--- src/alp_pkg.sv ---
// package for the arithmetic, logic and pointer datapath
// assumes a single 50 MHz clock and an apb register port with 32-bit data
package alp_pkg;
    // ------------------------------------------------------------
    // register offsets (byte addresses)
    // ------------------------------------------------------------
    localparam logic [7:0] OFS_CMD = 8'h00;
    localparam logic [7:0] OFS_WREG = 8'h04;
    localparam logic [7:0] OFS_STATUS = 8'h08;
    localparam logic [7:0] OFS_FOPND = 8'h0c;
    localparam logic [7:0] OFS_PTR0 = 8'h10;
    localparam logic [7:0] OFS_PTR1 = 8'h14;
    localparam logic [7:0] OFS_FRES = 8'h18;

    // ------------------------------------------------------------
    // command word field positions
    // ------------------------------------------------------------
    localparam int CMD_OP_LSB = 0;
    localparam int CMD_OP_W = 4;
    localparam int CMD_DEST_BIT = 4;
    localparam int CMD_PSEL_BIT = 5;
    localparam int CMD_BIDX_LSB = 6;
    localparam int CMD_FADDR_LSB = 9;
    localparam int CMD_LIT_LSB = 16;

    // status bit positions
    localparam int ST_C_BIT = 0;
    localparam int ST_DC_BIT = 1;
    localparam int ST_Z_BIT = 2;

    // ------------------------------------------------------------
    // operation codes
    // ------------------------------------------------------------
    localparam logic [3:0] OP_NOP = 4'h0;
    localparam logic [3:0] OP_PTR_ADD = 4'h1;
    localparam logic [3:0] OP_AND_IMM = 4'h2;
    localparam logic [3:0] OP_ADD_IMM = 4'h3;
    localparam logic [3:0] OP_ADD_FILE = 4'h4;
    localparam logic [3:0] OP_AND_FILE = 4'h5;
    localparam logic [3:0] OP_ASR_FILE = 4'h6;
    localparam logic [3:0] OP_ADDC_FILE = 4'h7;
    localparam logic [3:0] OP_BIT_CLR = 4'h8;

    // ------------------------------------------------------------
    // reset values
    // ------------------------------------------------------------
    localparam logic [7:0] RST_WREG = 8'h00;
    localparam logic [2:0] RST_STATUS = 3'h0;
    localparam logic [15:0] RST_PTR = 16'h0000;
    localparam logic [31:0] RST_CMD = 32'h0000_0000;
endpackage : alp_pkg

--- src/alp_add8.sv ---
// 8-bit adder with carry in, carry out of bit 7 and of bit 3
// assumes purely combinational use inside the datapath
`timescale 1ns/1ns
module alp_add8 (
    input wire logic [7:0] a_in,
    input wire logic [7:0] b_in,
    input wire logic cin_in,
    output logic [7:0] sum_out,
    output logic c7_out,
    output logic c3_out
);
    logic [4:0] lo_sum;
    logic [4:0] hi_sum;

    // low nibble first so the nibble carry is visible
    assign lo_sum = {1'b0, a_in[3:0]} + {1'b0, b_in[3:0]} + {4'h0, cin_in};
    assign hi_sum = {1'b0, a_in[7:4]} + {1'b0, b_in[7:4]} + {4'h0, lo_sum[4]};
    assign sum_out = {hi_sum[3:0], lo_sum[3:0]};
    assign c7_out = hi_sum[4];
    assign c3_out = lo_sum[4];
endmodule : alp_add8

--- src/alp_core.sv ---
// datapath for pointer add, and/add with immediate or file, shift and bit clear
// assumes an apb master on the register port and a file register store that
// takes results from the file write strobe
`timescale 1ns/1ns
// Summary of operation
// - pointer add: sign-extended 6-bit literal, flags kept
// - pointer result wraps modulo 65536
// - and immediate into working register, zero only
// - add immediate into working register, c dc z
// - add file register, destination bit routes result
// - and file register, routed, zero only
// - arithmetic shift right, old bit0 to carry
// - add with carry, routed, c dc z
// - clear one indexed bit, flags kept
// - every operation completes in one cycle
module alp_core
    import alp_pkg::*;
#(
    parameter int ADDR_W = 8
) (
    input wire logic CLK_IN,
    input wire logic RST_B_IN,
    input wire logic PSEL_IN,
    input wire logic PENABLE_IN,
    input wire logic PWRITE_IN,
    input wire logic [ADDR_W-1:0] PADDR_IN,
    input wire logic [31:0] PWDATA_IN,
    output logic [31:0] PRDATA_OUT,
    output logic PREADY_OUT,
    output logic PSLVERR_OUT,
    output logic [6:0] FILE_ADDR_OUT,
    output logic [7:0] FILE_DATA_OUT,
    output logic FILE_WE_OUT,
    output logic OP_DONE_OUT
);
    // ------------------------------------------------------------
    // functions
    // ------------------------------------------------------------
    function automatic logic is_zero(input logic [7:0] v);
        return (v == 8'h00);
    endfunction : is_zero

    function automatic logic hit(input logic [ADDR_W-1:0] a, input logic [7:0] ofs);
        return (a == ADDR_W'(ofs));
    endfunction : hit

    // ------------------------------------------------------------
    // state
    // ------------------------------------------------------------
    logic [7:0] w_ff;
    logic [2:0] status_ff;
    logic [7:0] fopnd_ff;
    logic [15:0] ptr0_ff;
    logic [15:0] ptr1_ff;
    logic [7:0] fres_ff;
    logic [31:0] cmd_ff;
    logic pready_ff;
    logic pslverr_ff;
    logic [31:0] prdata_ff;
    logic [6:0] faddr_ff;
    logic [7:0] fdata_ff;
    logic fwe_ff;
    logic done_ff;

    // ------------------------------------------------------------
    // apb decode
    // ------------------------------------------------------------
    wire apb_setup = PSEL_IN & ~PENABLE_IN;
    wire apb_done = PSEL_IN & PENABLE_IN & pready_ff;
    wire wr_done = apb_done & PWRITE_IN;
    wire hit_cmd = hit(PADDR_IN, OFS_CMD);
    wire hit_wreg = hit(PADDR_IN, OFS_WREG);
    wire hit_status = hit(PADDR_IN, OFS_STATUS);
    wire hit_fopnd = hit(PADDR_IN, OFS_FOPND);
    wire hit_ptr0 = hit(PADDR_IN, OFS_PTR0);
    wire hit_ptr1 = hit(PADDR_IN, OFS_PTR1);
    wire hit_fres = hit(PADDR_IN, OFS_FRES);
    wire hit_any = hit_cmd | hit_wreg | hit_status | hit_fopnd | hit_ptr0 | hit_ptr1
                   | hit_fres;
    wire bad_acc = ~hit_any | (hit_fres & PWRITE_IN); // result register is read only

    // read data mux, sampled in the setup cycle
    wire [31:0] rd_mux = hit_cmd ? cmd_ff :
                         hit_wreg ? {24'h0, w_ff} :
                         hit_status ? {29'h0, status_ff} :
                         hit_fopnd ? {24'h0, fopnd_ff} :
                         hit_ptr0 ? {16'h0, ptr0_ff} :
                         hit_ptr1 ? {16'h0, ptr1_ff} :
                         hit_fres ? {24'h0, fres_ff} : 32'h0000_0000;

    // ------------------------------------------------------------
    // command fields and operation decode
    // ------------------------------------------------------------
    wire exec = wr_done & hit_cmd;
    wire [3:0] op = PWDATA_IN[CMD_OP_LSB +: CMD_OP_W];
    wire dest_f = PWDATA_IN[CMD_DEST_BIT];
    wire ptr_sel = PWDATA_IN[CMD_PSEL_BIT];
    wire [2:0] bidx = PWDATA_IN[CMD_BIDX_LSB +: 3];
    wire [6:0] faddr = PWDATA_IN[CMD_FADDR_LSB +: 7];
    wire [7:0] lit = PWDATA_IN[CMD_LIT_LSB +: 8];
    wire op_ptr = (op == OP_PTR_ADD);
    wire op_andi = (op == OP_AND_IMM);
    wire op_addi = (op == OP_ADD_IMM);
    wire op_addf = (op == OP_ADD_FILE);
    wire op_andf = (op == OP_AND_FILE);
    wire op_asr = (op == OP_ASR_FILE);
    wire op_addc = (op == OP_ADDC_FILE);
    wire op_bclr = (op == OP_BIT_CLR);
    wire op_arith = op_addi | op_addf | op_addc;
    wire op_routed = op_addf | op_andf | op_asr | op_addc;

    // ------------------------------------------------------------
    // byte datapath
    // ------------------------------------------------------------
    logic [7:0] add_sum;
    logic add_c7;
    logic add_c3;

    // adder operand is the literal or the file operand; carry only for add with carry
    alp_add8 u_add (
        .a_in(w_ff),
        .b_in(op_addi ? lit : fopnd_ff),
        .cin_in(op_addc & status_ff[ST_C_BIT]),
        .sum_out(add_sum),
        .c7_out(add_c7),
        .c3_out(add_c3)
    );

    wire [7:0] and_res = w_ff & (op_andi ? lit : fopnd_ff);
    wire [7:0] asr_res = {fopnd_ff[7], fopnd_ff[7:1]};
    wire [7:0] bclr_res = fopnd_ff & ~(8'h01 << bidx);
    wire [7:0] res8 = op_arith ? add_sum :
                      (op_andi | op_andf) ? and_res :
                      op_asr ? asr_res : bclr_res;

    // destination: immediates go to w, bit clear to file, others by dest bit
    wire to_w = op_andi | op_addi | (op_routed & ~dest_f);
    wire to_file = (op_routed & dest_f) | op_bclr;

    // flag updates; pointer add and bit clear touch none
    wire upd_z = op_andi | op_andf | op_arith | op_asr;
    wire upd_c = op_arith | op_asr;
    wire upd_dc = op_arith;
    wire new_c = op_arith ? add_c7 : fopnd_ff[0];
    wire new_z = is_zero(res8);

    // pointer path: sign extend the 6-bit literal, 16-bit sum wraps
    wire [15:0] sext = {{10{lit[5]}}, lit[5:0]};
    wire [15:0] ptr_src = ptr_sel ? ptr1_ff : ptr0_ff;
    wire [15:0] ptr_sum = 16'(ptr_src + sext);

    // ------------------------------------------------------------
    // next values
    // ------------------------------------------------------------
    wire wr_reg = wr_done & ~exec;
    wire [7:0] nxt_w_ff = (exec & to_w) ? res8 :
                          (wr_reg & hit_wreg) ? PWDATA_IN[7:0] : w_ff;
    wire sw_st = wr_reg & hit_status;
    wire nxt_c = (exec & upd_c) ? new_c :
                 sw_st ? PWDATA_IN[ST_C_BIT] : status_ff[ST_C_BIT];
    wire nxt_dc = (exec & upd_dc) ? add_c3 :
                  sw_st ? PWDATA_IN[ST_DC_BIT] : status_ff[ST_DC_BIT];
    wire nxt_z = (exec & upd_z) ? new_z :
                 sw_st ? PWDATA_IN[ST_Z_BIT] : status_ff[ST_Z_BIT];
    wire [2:0] nxt_status_ff = {nxt_z, nxt_dc, nxt_c};
    wire [15:0] nxt_ptr0_ff = (exec & op_ptr & ~ptr_sel) ? ptr_sum :
                              (wr_reg & hit_ptr0) ? PWDATA_IN[15:0] : ptr0_ff;
    wire [15:0] nxt_ptr1_ff = (exec & op_ptr & ptr_sel) ? ptr_sum :
                              (wr_reg & hit_ptr1) ? PWDATA_IN[15:0] : ptr1_ff;
    wire [7:0] nxt_fopnd_ff = (wr_reg & hit_fopnd) ? PWDATA_IN[7:0] : fopnd_ff;

    // ------------------------------------------------------------
    // apb answer registers: one wait-free access phase
    // ------------------------------------------------------------
    always_ff @(posedge CLK_IN or negedge RST_B_IN) begin
        if (!RST_B_IN) begin
            pready_ff <= 1'b0;
            pslverr_ff <= 1'b0;
            prdata_ff <= 32'h0000_0000;
        end else begin
            pready_ff <= apb_setup;
            pslverr_ff <= apb_setup & bad_acc;
            prdata_ff <= (apb_setup & ~PWRITE_IN) ? rd_mux : 32'h0000_0000;
        end
    end

    // architectural state
    always_ff @(posedge CLK_IN or negedge RST_B_IN) begin
        if (!RST_B_IN) begin
            w_ff <= RST_WREG;
            status_ff <= RST_STATUS;
            fopnd_ff <= RST_WREG;
            ptr0_ff <= RST_PTR;
            ptr1_ff <= RST_PTR;
        end else begin
            w_ff <= nxt_w_ff;
            status_ff <= nxt_status_ff;
            fopnd_ff <= nxt_fopnd_ff;
            ptr0_ff <= nxt_ptr0_ff;
            ptr1_ff <= nxt_ptr1_ff;
        end
    end

    // command echo, file write strobe and completion pulse
    always_ff @(posedge CLK_IN or negedge RST_B_IN) begin
        if (!RST_B_IN) begin
            cmd_ff <= RST_CMD;
            fres_ff <= RST_WREG;
            faddr_ff <= 7'h00;
            fdata_ff <= 8'h00;
            fwe_ff <= 1'b0;
            done_ff <= 1'b0;
        end else begin
            fwe_ff <= exec & to_file;
            done_ff <= exec;
            if (exec) begin
                cmd_ff <= PWDATA_IN;
            end
            if (exec & to_file) begin
                fres_ff <= res8;
                faddr_ff <= faddr;
                fdata_ff <= res8;
            end
        end
    end

    assign PRDATA_OUT = prdata_ff;
    assign PREADY_OUT = pready_ff;
    assign PSLVERR_OUT = pslverr_ff;
    assign FILE_ADDR_OUT = faddr_ff;
    assign FILE_DATA_OUT = fdata_ff;
    assign FILE_WE_OUT = fwe_ff;
    assign OP_DONE_OUT = done_ff;
endmodule : alp_core

--- config.mk ---
export PLATFORM = sky130hd
export DESIGN_NAME = alp_core
export DESIGN_NICKNAME = d
export VERILOG_FILES = /design/src/alp_pkg.sv /design/src/alp_add8.sv /design/src/alp_core.sv
export SDC_FILE = /design/constraint.sdc
export NUM_CORES = 1
export LEC_CHECK = 0
export BUFFER_PORTS_ARGS = -buffer_cell sky130_fd_sc_hd__buf_2
export CORE_ASPECT_RATIO = 0.9
export CORE_MARGIN = 4
export CORE_UTILIZATION = 45
export DETAILED_ROUTE_END_ITERATION = 6
export PLACE_DENSITY = 0.6
export SLEW_MARGIN = 20
export SYNTH_ARGS = -nofsm -noshare
export SYNTH_HDL_FRONTEND = slang
export SYNTH_SLANG_ARGS = --single-unit
--- constraint.sdc ---
create_clock -name CLK_IN -period 6.7 [get_ports CLK_IN]
set_clock_uncertainty 0.2 [all_clocks]
set_input_delay 0 -clock CLK_IN [delete_from_list [all_inputs] [get_ports CLK_IN]]
set_output_delay 0 -clock CLK_IN [all_outputs]
set_load 0.01 [all_outputs]
Word level (Yosys, flattened, before mapping)
Index checks and enable logic that the tools add are counted.
Operators by class
  add/sub/neg operators: 5
  equal/unequal tests: 14
  shifts and indexed selects: 1
  muxes and demuxes: 27
  bitwise gates (word level): 53
  reduce and logical (&&, ||, !) cells: 8
Operators by type and width (number)
  16-bit two-way mux: 10
  32-bit two-way mux: 2
  8-bit two-way mux: 8
  1-bit bitwise AND: 25
  8-bit by 5-bit equality test with 1-bit output (second input constant): 3
  1-bit OR: 19
  16-bit adder: 1
  8-bit bitwise AND: 2
  4-bit by 3-bit equality test with 1-bit output (second input constant): 4
  8-bit by 4-bit equality test with 1-bit output (second input constant): 2
  8-bit zero test: 2
  2-bit nonzero test: 6
  4-bit by 4-bit adder with 5-bit output: 2
  5-bit by 1-bit adder with 5-bit output: 2
  4-bit by 2-bit equality test with 1-bit output (second input constant): 2
  8-bit by 3-bit equality test with 1-bit output (second input constant): 1
  8-bit inverter: 1
  1-bit by 3-bit left shift with 8-bit output (first input constant): 1
  1-bit two-way mux: 7
  1-bit inverter: 6
  4-bit by 1-bit equality test with 1-bit output (second input constant): 1
  4-bit equality test (second input constant): 1
Word-level totals
  flip-flop bits (word level): 134
  input port bits: 45
  word-level logic and storage cells: 123

Logic depth before layout (Yosys ltp)
Gate-level depths: netlist of run 1.
  depth in word-level cells: 10
  mapped depth: 17
  mapped depth without buffers: 16

Hierarchy
From an unflattened synthesis of run 1, not the netlist that was laid out.
Second synthesis, totals
  cell total of the unflattened synthesis: 842
  area, all modules: 7634.8 µm²
Modules (own cells, without submodules)
  alp_core: times used 1, cells an instance 810, area each 7350.8 µm², seq. area each 3353.2 µm²
  alp_add8: times used 1, cells an instance 32, area each 284.0 µm², seq. area each 0.0 µm²

Worst setup path after synthesis of run 1
OpenSTA, ideal clock, no wires.
  path kind: in2reg
  start point: input port PWDATA_IN[2]
  end point: register status_ff[2]
  setup time: 0.094 ns
  arrival: 3.514 ns
  data required time: 6.406 ns
  setup slack: 2.892 ns
  stages: 17
  path buffers: 2
  path through: clkbuf_1 -> clkbuf_1 -> nor3_2 -> mux2i_1 -> fa_1 -> fa_1 -> inv_1 -> a21o_1 -> a21oi_1 -> fa_1 -> nor2b_1 -> o21a_1 -> o21ai_0 -> a32oi_1 -> nand2_1 -> a211o_1 -> a211oi_1
Between the ends
  longest elaborated chain between the ends: 8
  elaborated cells on any way between the ends: 27
  those cells by class: add/sub: 4; eq/ne: 6; mux: 7; bitwise: 8; reduce/logical: 2
RTL lines
  start: declaration: line alp_core.sv:27  | input wire logic [31:0] PWDATA_IN,
  4-bit by 2-bit equality test with 1-bit output: line alp_core.sv:103  | wire op_addi = (op == OP_ADD_IMM);
  8-bit two-way mux: line alp_core.sv:122  | .b_in(op_addi ? lit : fopnd_ff),
  4-bit by 4-bit adder with 5-bit output: line alp_add8.sv:16  | assign lo_sum = {1'b0, a_in[3:0]} + {1'b0, b_in[3:0]} + {4'h0, cin_in};
  5-bit by 1-bit adder with 5-bit output: line alp_add8.sv:16
  5-bit by 1-bit adder with 5-bit output: line alp_add8.sv:17  | assign hi_sum = {1'b0, a_in[7:4]} + {1'b0, b_in[7:4]} + {4'h0, lo_sum[4]};
  8-bit two-way mux: line alp_core.sv:132  | wire [7:0] res8 = op_arith ? add_sum :
  8-bit zero test: line alp_core.sv:40  | return (v == 8'h00);
  1-bit two-way mux: line alp_core.sv:163  | wire nxt_z = (exec & upd_z) ? new_z :
  end signal: assignment: line alp_core.sv:197  | status_ff <= nxt_status_ff;
  end: declaration: line alp_core.sv:51  | logic [2:0] status_ff;
Several ways; a longest one is shown, not always the timed one. The select of a mux whose other input is x is not followed.
A chain may end at the register's enable or synchronous reset.

Worst setup path in the final report of run 1
  start point: input port PWDATA_IN[1]
  end point: register status_ff[2]
Same word-level chain as after synthesis.

==> reports/metrics.cfg, run 1 <==
[run_status]
status=finished, final reports clean

[clock_network]
clk_pin_slew_ns=0.07
cts_buffers=17
cts_sinks=134
clkLatencyLatePin_ns=0.42
cts_tree=built
htree_levels=4
postCtsSetupBuffers=0
ctsRootBufferMaster=clkbuf_16
clk_path_buf_depth=2

[yosys]
synth_nets=928
synthArstFlopShare_pct=100.0
synth.avg_cell_area_um2=8.942
netlist_area_um2=7664
synth_top_flop_cell=dfrtp_1
synth_cell_types=66
ys_ff_latch=134
synth_edf_count=0
syn_inst=857
yosys_warnings=0
yosysSeqAreaShare_pct=43.76

[setup_path]
crit_arrival_ns=4.55
start_kind=input pin
crit_buf_inv=3
worstSetupPathType=input pin to flop
cp_max_fo=17
cp-end-kind=flop
crit_top_cell=fa_1
critPathMaxStageDelay_ns=0.57
r2r_setup_slack_ns=2.90
path_cells=dlygate4sd3_1, buf_2, nand2_1, nor3_2, mux2i_1, fa_1, fa_1, inv_1, a21o_1, a21oi_1, fa_1, nor2b_1, o21a_1, o21ai_0, a32oi_1, nand2_1, a211o_1, a211oi_1
cp.required_ns=6.83
cp_top_family=adder cells
crit_slowest_cell=nor3_2

[floorplanning]
coreArea_um2=16410
rows=44
io_pins=96
start_util_pct=46.71
dieArea_um2=19180
die_w_um=145.6
dieHeight_um=131.8

[sta]
fin_crit_ns=4.426
fin_ws_ns=2.274
hold_violations=0
rsz0062_at_grt=false
report.final.slew_viol_count=0
final.period_utilization_pct=66.06
tightest_slew_ns=0.9927
setup_tns_ns=0
setup_viol=0
fmax_ghz=0.2259
whs_ns=0.01835
slew_headroom_pct=33.82

[placed_design]
pre_cts_slack_ns=2.426
port_buffers=95
hpwl_um=18180
place_congestion=0.9734

[layout]
area_growth_pct=22.06
drive_above_1_share_pct=19.72
mostFrequentLayoutCell=nand2_1
n_antenna_cell=0
final_cell_mix=nand2_1 (206), dfrtp_1 (134), buf_2 (94)
nets=1047

[pwr]
leakagePower_nw=4.627
max-vdd-ir-drop_mv=0.1714
p_per_area_nw_per_um2=206.6

[route]
drc=0
ant_nets=0
avgRoutedWirePerCell_um=21.50
wirelength_um=25710
viasPerCell=6.018
vias=7198
firstDrtPassIters=6
first_iter_violations=637

[global_routing]
grt_max_degree=82
grt_pass1_vias=7026
grt_pass1_wl_um=40320
track_usage_pct=26.94
gr-total-overflow=0
antenna_found_initial=1

[worst_hold_path]
hp-class=input pin to flop

[job]
drv_cap=0

[cell families after synthesis]
kind of cell / after synthesis / share of synthesized area [%]
and+or+nand+nor: 340 / 19.84
AOI/OAI and AO/OA: 219 / 18.76
DFF: 134 / 43.76
buffers and inverters: 69 / 3.608
muxes: 52 / 7.363
adders and majority gates: 26 / 4.735
xor gates and xnor gates: 17 / 1.943
[path summary, 6_finish.rpt]
check	from	end	depth (start not counted)
max	PWDATA_IN[1]	status_ff[2]$_DFFE_PN0P_	18
min reg2reg	cmd_ff[25]$_DFFE_PN0P_	cmd_ff[25]$_DFFE_PN0P_	2
max reg2reg	status_ff[0]$_DFFE_PN0P_	status_ff[2]$_DFFE_PN0P_	15
min in group asynchronous	RST_B_IN	cmd_ff[26]$_DFFE_PN0P_	4
max in group asynchronous	RST_B_IN	ptr1_ff[5]$_DFFE_PN0P_	4
min	PENABLE_IN	PRDATA_OUT[4]$_DFF_PN0_	4
[tightest hold or removal path: stages]
cell	delay, ns
buf_2	0.09
nand2b_1	0.16
nor2_2	0.16
o211a_1	0.17
[metal layers]
layer	up-vias	global-route usage, %	wire length (µm)
met1	3457	38.40	11480
li1	3279	-	-
met2	397	39.19	10950
met5	-	0	13
met4	2	10.39	782
met3	63	7.391	2480
[what timing repair did]
action                                 CTS  global route
resized for setup                        0             0
hold buffers                            42             1
endpoints found under the hold margin  140            19
[Yosys cell counts (all sizes together), types with 13 or more instances]
| library cell | number | area (µm²) |
|---|---|---|
| mux2 | 35 | 394.1 |
| o21ai | 55 | 290.3 |
| ha | 21 | 262.8 |
| clkbuf | 41 | 153.9 |
| a22oi | 14 | 105.1 |
| inv | 22 | 82.58 |
| a31oi | 13 | 81.33 |
| a21oi | 59 | 314.1 |
| nor2 | 53 | 201.5 |
| mux2i | 17 | 170.2 |
| nand2 | 207 | 784.5 |
| and3 | 29 | 181.4 |
| dfrtp | 134 | 3353 |
[stage by stage]
stage | instance area, µm² | total power [W] | utilization, % | instances
2_1_floorplan | 7664 | 0.0009003 | - | 857
3_3_place_gp | 8282 | 0.0009669 | 50.48 | 1120
3_5_place_dp | 8282 | 0.0009697 | 50.48 | 1120
4_1_cts | 9321 | 0.001948 | 56.82 | 1194
5_1_grt | 9354 | 0.002004 | 57.02 | 1196
6_report | 9354 | 0.001933 | 57.02 | 1196
[state kept, by name, indices dropped and copies added (netlist names)]
name and count:
FILE_WE_OUT 1, status_ff 3, FILE_ADDR_OUT 7, cmd_ff 32
PRDATA_OUT 32, ptr0_ff 16, PSLVERR_OUT 1, PREADY_OUT 1
FILE_DATA_OUT 8, w_ff 8, ptr1_ff 16, OP_DONE_OUT 1
fopnd_ff 8
[power by group]
part           total, W  switching (W)  internal, W  leakage [nW]
clock network  0.000953       0.000385     0.000568         0.288
registers      0.000815     0.00000268     0.000812          1.85
logic          0.000165       0.000106    0.0000584          2.48
[final cells by class]
type                            count  area, µm²
Tap cell                          207      259.0
Sequential cell                   134       3353
Inverter                           22      82.58
Fill cell                        1474       7052
Clock buffer                       18      439.2
Multi-Input combinational cell    654       4053
Clock inverter                     14      162.7
Timing Repair Buffer              147       1005
(Power assumes the default switching activity.)
==> inputs of run 2 (changes only) <==
- PLACE_DENSITY: 0.6 -> 0.63
- clock period: 6.7 -> 3.85 ns (I/O delays scaled with it)
==> run 2 against run 1 <==
  * First-iteration DRC count grew 3.1%
  * Clock-buffer cell count shrank 1
  * Combinational power grew 81%
  * Final cell count grew 1.3%
  * Highest routed layer is now met4
  * Critical path type unchanged
  * Non-clock buffer count grew 16
==> reports/metrics.cfg, run 2 (same netlist as run 1, synthesis figures left out) <==
[run_status]
status=finished, final reports clean  ; unchanged

[clock_network]
cts_buffers=17  ; unchanged
cts_tree=built  ; unchanged
ctsRootBufferMaster=clkbuf_16  ; unchanged
cts_sinks=134  ; unchanged
htree_levels=4  ; unchanged
clkLatencyLatePin_ns=0.43  ; was 0.42 ns
clk_pin_slew_ns=0.06  ; was 0.07 ns
clk_path_buf_depth=2  ; unchanged

[setup_path]
r2r_setup_slack_ns=0.30  ; was 2.90 ns
cp_max_fo=8  ; was 17
crit_arrival_ns=3.77  ; was 4.55 ns
worstSetupPathType=input pin to flop  ; unchanged
r2r-start=status_ff[0]$_DFFE_PN0P_  ; unchanged
cp-end-kind=flop  ; unchanged
critPathMaxStageDelay_ns=0.52  ; was 0.57 ns
path_cells=dlygate4sd3_1, buf_2, nand2_1, nor3_4, buf_6, mux2_2, inv_1, fa_2, inv_1, a21o_1, a21oi_2, fa_1, nor2b_1, o21a_1, or3_1, a32oi_2, nand2_1, a211o_1, a211oi_1  ; was dlygate4sd3_1, buf_2, nand2_1, nor3_2, mux2i_1, fa_1, fa_1, inv_1, a21o_1, a21oi_1, fa_1, nor2b_1, o21a_1, o21ai_0, a32oi_1, nand2_1, a211o_1, a211oi_1
crit_buf_inv=5  ; was 3
startpoint=PWDATA_IN[1]  ; unchanged
crit_slowest_cell=dlygate4sd3_1  ; was nor3_2
cp.required_ns=3.99  ; was 6.83 ns
start_kind=input pin  ; unchanged
rr_worst_depth=15  ; unchanged
cp_top_family=compound AO/OA/AOI/OAI gates  ; was adder cells
reg2reg_to=status_ff[2]$_DFFE_PN0P_  ; unchanged

[floorplanning]
coreArea_um2=16410  ; unchanged
io_pins=96  ; unchanged
dieHeight_um=131.8  ; unchanged
rows=44  ; unchanged
dieArea_um2=19180  ; unchanged
start_util_pct=46.71  ; unchanged
die_w_um=145.6  ; unchanged

[route]
ant_nets=0  ; unchanged
avgRoutedWirePerCell_um=20.62  ; was 21.50 µm
first_iter_violations=657  ; was 637
vias=7070  ; was 7198
firstDrtPassIters=5  ; was 6
viasPerCell=5.833  ; was 6.018
wirelength_um=24990  ; was 25710 µm
drc=0  ; unchanged

[layout]
n_antenna_cell=0  ; unchanged
drive_above_1_share_pct=21.39  ; was 19.72%
stdcell_area_um2=9457  ; was 9354 µm²
nets=1063  ; was 1047
num-fill-cells=1476  ; was 1474
area_growth_pct=23.40  ; was 22.06%
multiInputGateArea_um2=4075  ; was 4053 µm²
ff_latch_area_um2=3353  ; unchanged
mostFrequentLayoutCell=nand2_1  ; unchanged
final_cell_mix=nand2_1 (206), dfrtp_1 (134), buf_2 (94)  ; unchanged

[global_routing]
grt_max_degree=66  ; was 82
antenna_found_initial=0  ; was 1
track_usage_pct=26.15  ; was 26.94%
grt_pass1_wl_um=39410  ; was 40320 µm
gr-total-overflow=0  ; unchanged
grt_pass1_vias=6870  ; was 7026

[sta]
fmax_ghz=0.2758
hold_violations=0  ; unchanged
setup_viol=0  ; unchanged
final.period_utilization_pct=94.19
fin_crit_ns=3.626
slew_headroom_pct=34.87  ; was 33.82%
report.final.slew_viol_count=0  ; unchanged
tightest_slew_ns=0.9769  ; was 0.9927 ns

[worst_hold_path]
min_to=PRDATA_OUT[4]$_DFF_PN0_  ; unchanged
hp-class=input pin to flop  ; unchanged
holdPathStages=5  ; was 4
holdCritStartpoint=PADDR_IN[5]  ; was PENABLE_IN

[pwr]
power_w=0.003292  ; was 0.001933 W
leakagePower_nw=4.706  ; was 4.627 nW
max-vdd-ir-drop_mv=0.3074  ; was 0.1714 mV
p_per_area_nw_per_um2=348.1  ; was 206.6 nW/µm²

[job]
drv_cap=0  ; unchanged

[placed_design]
port_buffers=95  ; unchanged
dpl_cell_area_um2=8387  ; was 8282 µm²
place_congestion=0.9759  ; was 0.9734
hpwl_um=17430  ; was 18180 µm

-- run 2: how the worst max path moves through the flow --
stage / endpoint / slack (ns) / cells past startpoint
after floorplan: status_ff[2]$_DFFE_PN0P_ / 0.04 / 17
after global placement: status_ff[2]$_DFFE_PN0P_ / 0.19 / 15
after detailed placement: status_ff[2]$_DFFE_PN0P_ / 0.13 / 15
after CTS: status_ff[2]$_DFFE_PN0P_ / 0.04 / 18
after global routing: status_ff[2]$_DFFE_PN0P_ / -0.03 / 19
final: status_ff[2]$_DFFE_PN0P_ / 0.22 / 19
-- run 2: cell type report --
| cell class | instances | share of cell area [%] |
|---|---|---|
| multi-input combinational | 654 | 43.09 |
| sequential | 134 | 35.46 |
| timing repair buffer | 163 | 11.88 |
| clock buffer | 17 | 4.499 |
| tap | 207 | 2.739 |
| clock inverter | 15 | 1.455 |
| inverter | 22 | 0.8732 |
-- run 2: layer usage --
| metal | GRT usage (%) | wire [µm] |
|---|---|---|
| met2 | 38.18 | 10710 |
| met4 | 8.808 | 607 |
| met3 | 5.775 | 2088 |
| met1 | 38.57 | 11580 |
| met5 | 0 | 0 |
-- run 2: worst min-delay path, stage by stage --
cell     delay, ns
buf_2         0.10
nor4_1        0.05
buf_4         0.15
nand2_1       0.14
o211a_1       0.16
-- run 2: per-stage QoR --
step           setup slack (ns)  utilization, %  setup TNS (ns)  cells  hold WS [ns]
2_1_floorplan           0.04196               -               0    857       -0.4956
3_3_place_gp             0.1914           51.12               0   1134       -0.1552
3_5_place_dp             0.1284           51.12               0   1134       -0.1583
4_1_cts                 0.03859           57.16               0   1207      0.006604
5_1_grt                -0.03493           57.64        -0.03493   1212       0.04237
6_report                 0.2238           57.64               0   1212       0.02020
-- run 2: repair_timing --
item	4_1_cts	5_1_grt
resized for setup	0	8
setup buffers	0	2
setup endpoints to repair	0	1
endpoints found under the hold margin	206	20
hold buffers	41	3
-- run 2: where the power goes --
group	total [W]	switching [W]	internal, W
clock network	0.00158	0.000720	0.000855
registers	0.00142	0.00000454	0.00141
logic	0.000299	0.000189	0.000110
